<file path="src/include/hs_detect_defs.vh">
`ifndef HS_DETECT_DEFS_VH
`define HS_DETECT_DEFS_VH

// Register offsets on the register port.
`define OFS_DETECT_CTRL_A      7'h0d
`define OFS_DETECT_CTRL_B      7'h0e

// Field positions in the first detection register.
`define A_DETECT_EN_BIT        7
`define A_TYPE_HI              6
`define A_TYPE_LO              5
`define A_JACK_DB_HI           4
`define A_JACK_DB_LO           2
`define A_BTN_DB_HI            1
`define A_BTN_DB_LO            0

// Field positions in the second detection register.
`define B_AC_COUPLED_BIT       7
`define B_FULLY_DIFF_BIT       6
`define B_BTN_FLAG_BIT         5
`define B_PRESENT_BIT          4
`define B_PSEUDO_DIFF_BIT      3

// Reset values.
`define RST_CTRL_A             8'h00
`define RST_CTRL_B             8'h00

// Headset type codes.
`define TYPE_NONE              2'h0
`define TYPE_NO_MIC            2'h1
`define TYPE_WITH_MIC          2'h3

// Button debounce code that disables debouncing.
`define BTN_DB_NONE            2'h0

// Number of equal samples that make up one debounce window.
`define DB_SAMPLES             8

// Base time step and clock period, and the cycles in one base step.
`define BASE_STEP_NS           1000000
`define CLK_PERIOD_NS          25
`define BASE_STEP_CYCLES       (`BASE_STEP_NS / `CLK_PERIOD_NS)

`endif

</file>
<file path="src/verilog/sense_debounce.v">
`include "hs_detect_defs.vh"

// Debounces one sense input on a slow sampling tick.
module sense_debounce
#(
	parameter SAMPLES = `DB_SAMPLES
)
(
	input  wire clk,
	input  wire rst,
	input  wire hold,
	input  wire tick,
	input  wire bypass,
	input  wire din,
	output reg  q_r
);

	reg [3:0] cnt_r;

	// A changed level must be seen on SAMPLES ticks in a row; a return restarts the count.
	always @(posedge clk)
	begin
		if (rst || hold)
		begin
			q_r   <= 1'b0;
			cnt_r <= 4'h0;
		end
		else if (bypass)
		begin
			q_r   <= din;
			cnt_r <= 4'h0;
		end
		else if (tick)
		begin
			if (din == q_r)
				cnt_r <= 4'h0;
			else if (cnt_r == SAMPLES[3:0] - 4'h1)
			begin
				q_r   <= din;
				cnt_r <= 4'h0;
			end
			else
				cnt_r <= cnt_r + 4'h1;
		end
	end

endmodule // sense_debounce

</file>
<file path="src/verilog/headset_button_detect_regs.v">
`include "hs_detect_defs.vh"

// How it works
// - Detection runs only while the enable bit is 1 and is held idle while it is 0.
// - The read-only type field shows 00 for none, 01 without mic, 11 with mic, never 10.
// - A three-bit code picks a jack debounce window of 16, 32, 64, 128, 256, 512 or, for codes 6 and 7, 1024 ms.
// - The jack input is sampled on a tick that is one eighth of the selected window.
// - The coupling bit selects capless outputs at 0 and ac-coupled outputs at 1.
// - Configuration bit A at 1 marks the stereo outputs as fully differential.
// - Configuration bit B at 1 marks the stereo outputs as pseudodifferential.
// - A debounced button press sets a sticky flag that stays set after release.
// - Reading the register that holds the button flag clears it after the read returns.
// - A read-only flag shows 1 while a headset is detected and 0 otherwise.
module headset_button_detect_regs
#(
	parameter STEP_CYCLES = `BASE_STEP_CYCLES
)
(
	input  wire       core_clk,
	input  wire       rst,
	input  wire [6:0] reg_addr,
	input  wire       reg_wr,
	input  wire [7:0] reg_wdata,
	input  wire       reg_rd,
	output reg  [7:0] reg_rdata_r,
	output reg        reg_rvalid_r,
	input  wire       jack_sense,
	input  wire       mic_sense,
	input  wire       button_sense,
	output reg        detect_active_r,
	output reg  [1:0] headset_type_r,
	output reg        headset_present_r,
	output reg        button_flag_r,
	output reg        hp_ac_coupled_r,
	output reg        stereo_fully_diff_r,
	output reg        stereo_pseudo_diff_r
);

	reg  [2:0]  jack_db_r;
	reg  [1:0]  btn_db_r;
	reg  [31:0] step_cnt_r;
	reg         step_tick_r;
	reg  [6:0]  ms_cnt_r;
	reg         btn_q_d_r;
	wire [6:0]  jack_mask;
	wire [6:0]  btn_mask;
	wire        jack_tick;
	wire        btn_tick;
	wire        jack_q;
	wire        mic_q;
	wire        btn_q;
	wire        hold;
	wire        sel_a;
	wire        sel_b;
	wire        btn_press;
	wire [7:0]  rd_a;
	wire [7:0]  rd_b;

	// Reset images of the two registers; the writable fields take their reset bits from these.
	localparam [7:0]  RST_A     = `RST_CTRL_A;
	localparam [7:0]  RST_B     = `RST_CTRL_B;
	// Last count of the base step divider, held at the width of the divider counter.
	localparam [31:0] STEP_LAST = STEP_CYCLES - 1;

	assign sel_a = (reg_addr == `OFS_DETECT_CTRL_A);
	assign sel_b = (reg_addr == `OFS_DETECT_CTRL_B);
	assign hold  = ~detect_active_r;

	// Base step counter makes a one-cycle pulse every millisecond and counts milliseconds.
	always @(posedge core_clk)
	begin
		if (rst || hold)
		begin
			step_cnt_r  <= 32'h0;
			step_tick_r <= 1'b0;
			ms_cnt_r    <= 7'h00;
		end
		else if (step_cnt_r == STEP_LAST)
		begin
			step_cnt_r  <= 32'h0;
			step_tick_r <= 1'b1;
			ms_cnt_r    <= ms_cnt_r + 7'h01;
		end
		else
		begin
			step_cnt_r  <= step_cnt_r + 32'h1;
			step_tick_r <= 1'b0;
		end
	end

	// Jack tick every 2 << code ms, 128 ms for code 7, one eighth of the window; button tick every 1 << (code-1) ms.
	assign jack_mask = (7'h02 << jack_db_r) - 7'h01;
	assign btn_mask  = (7'h01 << (btn_db_r - 2'h1)) - 7'h01;
	assign jack_tick = step_tick_r && ((ms_cnt_r & jack_mask) == jack_mask);
	assign btn_tick  = step_tick_r && ((ms_cnt_r & btn_mask) == btn_mask);

	sense_debounce jack_db_u
	(
		.clk    (core_clk),
		.rst    (rst),
		.hold   (hold),
		.tick   (jack_tick),
		.bypass (1'b0),
		.din    (jack_sense),
		.q_r    (jack_q)
	);

	sense_debounce mic_db_u
	(
		.clk    (core_clk),
		.rst    (rst),
		.hold   (hold),
		.tick   (jack_tick),
		.bypass (1'b0),
		.din    (mic_sense),
		.q_r    (mic_q)
	);

	sense_debounce btn_db_u
	(
		.clk    (core_clk),
		.rst    (rst),
		.hold   (hold),
		.tick   (btn_tick),
		.bypass (btn_db_r == `BTN_DB_NONE),
		.din    (button_sense),
		.q_r    (btn_q)
	);

	// A press counts only on a debounced rising edge while a headset is present.
	assign btn_press = btn_q && !btn_q_d_r && headset_present_r;

	// Read views of the two registers; reserved low bits of the second read as zero.
	assign rd_a = {detect_active_r, headset_type_r, jack_db_r, btn_db_r};
	assign rd_b = {hp_ac_coupled_r, stereo_fully_diff_r, button_flag_r, headset_present_r,
		stereo_pseudo_diff_r, 3'h0};

	// Writable control fields; read-only fields ignore writes.
	always @(posedge core_clk)
	begin
		if (rst)
		begin
			detect_active_r      <= RST_A[`A_DETECT_EN_BIT];
			jack_db_r            <= RST_A[`A_JACK_DB_HI:`A_JACK_DB_LO];
			btn_db_r             <= RST_A[`A_BTN_DB_HI:`A_BTN_DB_LO];
			hp_ac_coupled_r      <= RST_B[`B_AC_COUPLED_BIT];
			stereo_fully_diff_r  <= RST_B[`B_FULLY_DIFF_BIT];
			stereo_pseudo_diff_r <= RST_B[`B_PSEUDO_DIFF_BIT];
		end
		else if (reg_wr && sel_a)
		begin
			detect_active_r <= reg_wdata[`A_DETECT_EN_BIT];
			jack_db_r       <= reg_wdata[`A_JACK_DB_HI:`A_JACK_DB_LO];
			btn_db_r        <= reg_wdata[`A_BTN_DB_HI:`A_BTN_DB_LO];
		end
		else if (reg_wr && sel_b)
		begin
			hp_ac_coupled_r      <= reg_wdata[`B_AC_COUPLED_BIT];
			stereo_fully_diff_r  <= reg_wdata[`B_FULLY_DIFF_BIT];
			stereo_pseudo_diff_r <= reg_wdata[`B_PSEUDO_DIFF_BIT];
		end
	end

	// Detection results follow the debounced senses and clear while detection is off.
	always @(posedge core_clk)
	begin
		if (rst || hold)
		begin
			headset_present_r <= 1'b0;
			headset_type_r    <= `TYPE_NONE;
			btn_q_d_r         <= 1'b0;
		end
		else
		begin
			headset_present_r <= jack_q;
			btn_q_d_r         <= btn_q;
			if (!jack_q)
				headset_type_r <= `TYPE_NONE;
			else if (mic_q)
				headset_type_r <= `TYPE_WITH_MIC;
			else
				headset_type_r <= `TYPE_NO_MIC;
		end
	end

	// Sticky button flag: a new press wins over the clear by a read in the same cycle.
	always @(posedge core_clk)
	begin
		if (rst)
			button_flag_r <= 1'b0;
		else if (btn_press)
			button_flag_r <= 1'b1;
		else if (reg_rd && sel_b)
			button_flag_r <= 1'b0;
	end

	// Read data is registered one cycle after the request; unmapped offsets read zero.
	always @(posedge core_clk)
	begin
		if (rst)
		begin
			reg_rdata_r  <= 8'h00;
			reg_rvalid_r <= 1'b0;
		end
		else
		begin
			reg_rvalid_r <= reg_rd;
			if (reg_rd && sel_a)
				reg_rdata_r <= rd_a;
			else if (reg_rd && sel_b)
				reg_rdata_r <= rd_b;
			else if (reg_rd)
				reg_rdata_r <= 8'h00;
		end
	end

endmodule // headset_button_detect_regs

</file>
<file path="config.mk">
export PLATFORM = sky130hd
export DESIGN_NAME = headset_button_detect_regs
export DESIGN_NICKNAME = d
export VERILOG_FILES = /design/src/verilog/sense_debounce.v /design/src/verilog/headset_button_detect_regs.v
export VERILOG_INCLUDE_DIRS = /design/src /design/src/include
export SDC_FILE = /design/constraint.sdc
export NUM_CORES = 1
export LEC_CHECK = 0
export BUFFER_PORTS_ARGS = -buffer_cell sky130_fd_sc_hd__buf_4
export CAP_MARGIN = 20
export CORE_ASPECT_RATIO = 0.6
export CORE_MARGIN = 4
export CORE_UTILIZATION = 60
export DETAILED_ROUTE_END_ITERATION = 10
export GPL_TIMING_DRIVEN = 0
export PLACE_DENSITY = 0.89
export SYNTH_ARGS = -nofsm -noshare
export SYNTH_HDL_FRONTEND = slang
export SYNTH_SLANG_ARGS = --single-unit
</file>
<file path="constraint.sdc">
create_clock -name core_clk -period 2.9 [get_ports core_clk]
set_clock_uncertainty 0.15 [all_clocks]
set_input_delay 0 -clock core_clk [delete_from_list [all_inputs] [get_ports core_clk]]
set_output_delay 0 -clock core_clk [all_outputs]
set_load 0.03 [all_outputs]
</file>
==> impl_results.rst <==
.. list-table::
   :header-rows: 1

   * - Metric
     - Value
   * - Critical path capture point type
     - flop
   * - GPL Wtd Cong
     - 0.819
   * - Vias in the first global route
     - 3016
   * - Peak VDD IR
     - 0.351 mV
   * - Dominant synthesized flop cell
     - sky130_fd_sc_hd__dfxtp_1
   * - Routed wirelength normalized by instance count
     - 16.4 um
   * - Delay of the slowest cell on the worst path
     - 0.52 ns
   * - Final non-filler cell area
     - 4340 um^2
   * - Data arrival time of the worst path
     - 2.61 ns
   * - Final Cycle Share
     - 86.6%
   * - Number of nets in the layout
     - 496
   * - Final total power
     - 1.97 mW
   * - Avg Inst Size Synth
     - 8.95 um^2
   * - Unrepaired setup endpoints after global routing
     - no
   * - Root Buffer
     - sky130_fd_sc_hd__clkbuf_8
   * - Initial core utilization
     - 63.2%
   * - Die area
     - 7320 um^2
   * - Inserted Clock Buffers
     - 9
   * - Worst skew pair latency
     - 0.35 ns
   * - Critical path required time
     - 2.99 ns
   * - Startpoint type of the worst setup path
     - flop
   * - Via count
     - 3229
   * - Number of synthesized flops with an enable pin
     - 0
   * - Clock slew at the register clock pins of the worst setup and hold paths
     - 0.08 ns
   * - Post-CTS resize count
     - 0
   * - Detailed-routing iteration count for the pre-antenna-repair pass
     - 5
   * - Relative slew margins
     - 48.4%
   * - Total of flip-flops plus latches after synthesis
     - 78
   * - Number of input and output port buffers inserted
     - 36
   * - Share of layout cells above drive strength 1
     - 13.2%
   * - Count of cell types in the netlist
     - 45
   * - Proportion of synthesized area in mux cells
     - 3.07%
   * - H-tree level count
     - 3
   * - Main combinational cell family by area after synthesis
     - simple AND/OR/NAND/NOR gates
   * - Number of remaining DRC errors
     - 0
   * - Antenna diode count
     - 0
   * - Max-slew violations
     - 0
   * - Sum Neg Setup Slack
     - 0 ns
   * - Number of warnings reported in the yosys synthesis log
     - 0
   * - Post-synthesis net count
     - 432
   * - Sink Count
     - 78
   * - Pwr/cell area
     - 455 nW/um^2
   * - Number of antenna violations at the first check in global routing
     - 0
   * - Final hold violation count
     - 0
   * - Endpoints failing setup
     - 0
   * - IO Pins
     - 39
   * - Timing-limited maximum frequency
     - 398 MHz
   * - Total buffers and inverters traversed by the critical path
     - 1
   * - Pre-CTS worst setup slack
     - 0.542 ns
   * - Sequential share of the synthesized area
     - 43.5%
   * - Placement-stage cell area
     - 3960 um^2
   * - Maximum clock path buffer count
     - 2
   * - Cell area after synthesis
     - 3590 um^2
   * - Hold slack final
     - 0.0400 ns
   * - CP top delay family
     - simple AND/OR/NAND/NOR gates
   * - Async set or reset register ratio after synthesis
     - 0%
   * - Floorplan die width
     - 108 um
   * - Post-DP HPWL
     - 6.11 mm
   * - Share of the synthesized area in compound gates (AO/OA/AOI/OAI)
     - 8.89%
   * - Simple-gate share of the synthesized area
     - 29.7%
   * - Critical-path cell with the highest stage delay
     - sky130_fd_sc_hd__nor3_2
   * - Number of violations reported at the end of detailed-routing iteration 0
     - 332
   * - Xor and xnor area share after synthesis
     - 8.79%
   * - Shortest period the worst path allows
     - 2.51 ns
   * - Largest fanout on the critical path
     - 10
   * - Global-route wire length before repair
     - 14.9 mm
   * - Largest net degree at the start of global routing
     - 14
   * - Static Leak
     - 1.67 nW
   * - Category of the most critical setup path
     - reg -> reg
   * - Number of violations of the max-capacitance limit
     - 0
   * - Share of synthesized cell area in full adder, half adder and majority cells
     - 3.14%
   * - Post-route antenna net violation count
     - 0
   * - Syn Inst Count
     - 401
   * - Slew of the pin with the lowest slew margin
     - 0.767 ns
   * - Result of the run
     - completed
   * - Via/cell ratio
     - 5.87
   * - CORE AREA
     - 5680 um^2
   * - List of cells traversed by the critical path
     - nor4_1 -> nand4_1 -> nor3_2 -> nand2b_1 -> buf_4 -> nor2_1
   * - TritonCTS clock tree
     - done
   * - Y dimension of the die
     - 67.9 um
   * - Global-route usage over all layers
     - 26.3%
   * - Total grt overflow
     - 0
   * - Post-route setup slack
     - 0.387 ns
   * - Area growth, synth to finish
     - 20.9%
   * - Rows
     - 21
   * - Min-delay worst type
     - in -> reg
   * - Number of fill cells
     - 389
   * - Total wire length after detailed routing
     - 9.00 mm
## registers in the layout (all words and copies together), names as in the netlist, 3 cells and up
| name | cells |
|---|---|
| btn_db_u.cnt_r | 4 |
| jack_db_r | 3 |
| jack_db_u.cnt_r | 4 |
| mic_db_u.cnt_r | 4 |
| ms_cnt_r | 7 |
| reg_rdata_r | 8 |
| step_cnt_r | 32 |
## routing by layer
layer,global-route usage [%],share of wire [%]
met1,34.7,45
met2,42.6,46
met3,5.66,7.7
met4,10.6,1.8
met5,0,0
## area by class of cell
class / count / area (um^2) / area share (%)
Sequential cell: 78 / 1560 / 36.0
Clock inverter: 5 / 57.6 / 1.33
Inverter: 11 / 41.3 / 0.952
Multi-Input combinational cell: 299 / 1920 / 44.3
Clock buffer: 11 / 151 / 3.49
Tap cell: 80 / 100 / 2.31
Buffer: 13 / 63.8 / 1.47
Timing Repair Buffer: 53 / 440 / 10.2
## where the power goes
group / internal (mW) / leakage, nW / switching, mW / total (mW)
logic: 0.0363 / 0.947 / 0.0261 / 0.0623
clock network: 0.443 / 0.0976 / 0.396 / 0.839
registers: 1.07 / 0.628 / 0.000514 / 1.07
total: 1.55 / 1.67 / 0.423 / 1.97
## worst register-to-register path, stage by stage (launching register included)
cell	delay (ns)
sky130_fd_sc_hd__dfxtp_1	0.37
sky130_fd_sc_hd__nor4_1	0.38
sky130_fd_sc_hd__nand4_1	0.36
sky130_fd_sc_hd__nor3_2	0.52
sky130_fd_sc_hd__nand2b_1	0.32
sky130_fd_sc_hd__buf_4	0.23
sky130_fd_sc_hd__nor2_1	0.07
## cell usage after synthesis, types with 2 or more instances
cell type | n | area (um^2)
sky130_fd_sc_hd__inv_1 | 11 | 41.3
sky130_fd_sc_hd__nor2_1 | 59 | 221
sky130_fd_sc_hd__o221ai_1 | 2 | 17.5
sky130_fd_sc_hd__ha_1 | 9 | 113
sky130_fd_sc_hd__nand2_1 | 20 | 75.1
sky130_fd_sc_hd__xnor2_1 | 11 | 96.3
sky130_fd_sc_hd__nor4_1 | 11 | 68.8
sky130_fd_sc_hd__xor2_1 | 25 | 219
sky130_fd_sc_hd__o211ai_1 | 2 | 15.0
sky130_fd_sc_hd__and2_1 | 13 | 81.3
sky130_fd_sc_hd__a21o_1 | 2 | 15.0
sky130_fd_sc_hd__and3_1 | 13 | 81.3
sky130_fd_sc_hd__a31o_2 | 2 | 17.5
sky130_fd_sc_hd__and4_1 | 7 | 61.3
sky130_fd_sc_hd__nand3b_1 | 3 | 22.5
sky130_fd_sc_hd__nand3_1 | 24 | 120
sky130_fd_sc_hd__dfxtp_1 | 78 | 1560
sky130_fd_sc_hd__a221o_1 | 4 | 40.0
sky130_fd_sc_hd__buf_4 | 2 | 15.0
sky130_fd_sc_hd__nor2b_1 | 9 | 56.3
sky130_fd_sc_hd__o31ai_1 | 3 | 22.5
sky130_fd_sc_hd__mux2i_1 | 11 | 110
sky130_fd_sc_hd__a31oi_1 | 2 | 12.5
sky130_fd_sc_hd__nand2b_1 | 4 | 25.0
sky130_fd_sc_hd__nand4_1 | 12 | 75.1
sky130_fd_sc_hd__o21ai_0 | 14 | 70.1
sky130_fd_sc_hd__nor3_1 | 3 | 15.0
sky130_fd_sc_hd__a21oi_1 | 14 | 70.1
sky130_fd_sc_hd__or4_1 | 2 | 15.0
sky130_fd_sc_hd__or3_1 | 3 | 18.8
sky130_fd_sc_hd__nor4_4 | 2 | 42.5
sky130_fd_sc_hd__or4b_1 | 2 | 20.0
sky130_fd_sc_hd__clkbuf_1 | 10 | 37.5
## cells in the final DEF (no fill, tap or decap), drive strengths merged, types with 3 or more instances in the layout
| master | n |
|---|---|
| nor2b | 9 |
| xnor2 | 11 |
| dfxtp | 78 |
| clkinvlp | 3 |
| nand3 | 24 |
| mux2i | 11 |
| buf | 39 |
| dlygate4sd3 | 17 |
| xor2 | 25 |
| a21oi | 15 |
| clkbuf | 21 |
| nor2 | 59 |
| nand2b | 4 |
| inv | 11 |
| nor4 | 13 |
| nor3 | 4 |
| or3 | 3 |
| and2 | 13 |
| ha | 9 |
| and4 | 7 |
| nand2 | 20 |
| o31ai | 3 |
| o21ai | 14 |
| a221o | 4 |
| nand4 | 12 |
| and3 | 14 |
| nand3b | 3 |
## logic make-up after synthesis
| logic type | Yosys count |
|---|---|
| fa+ha+maj | 9 |
| xor+xnor | 36 |
| flops | 78 |
| compound gates | 49 |
| mux | 11 |
| buf+inv | 24 |
| simple gates | 194 |
## stage by stage
step | utilization, % | instances
3_3_place_gp | 69.8 | 517
6_report | 76.4 | 550
3_5_place_dp | 69.8 | 517
2_1_floorplan | - | 401
5_1_grt | 76.4 | 550
4_1_cts | 76.4 | 550
## path summary, 6_finish.rpt
kind                                                     endpoint                startpoint  slack (ns)  cells after the start
worst max-delay path                    step_cnt_r[15]$_SDFF_PP0_  step_cnt_r[7]$_SDFF_PP0_        0.39                      6
worst min-delay path            stereo_pseudo_diff_r$_SDFFE_PP0P_                    reg_wr        0.04                      4
worst max register to register          step_cnt_r[15]$_SDFF_PP0_  step_cnt_r[7]$_SDFF_PP0_        0.39                      6
worst min register to register           step_cnt_r[0]$_SDFF_PP0_  step_cnt_r[0]$_SDFF_PP0_        0.33                      1
## timing repair
action | in CTS | in global routing
hold buffers | 17 | 0
endpoints found under the hold margin | 25 | 0
buffers inserted | 0 | 0
(Power assumes the default switching activity.)
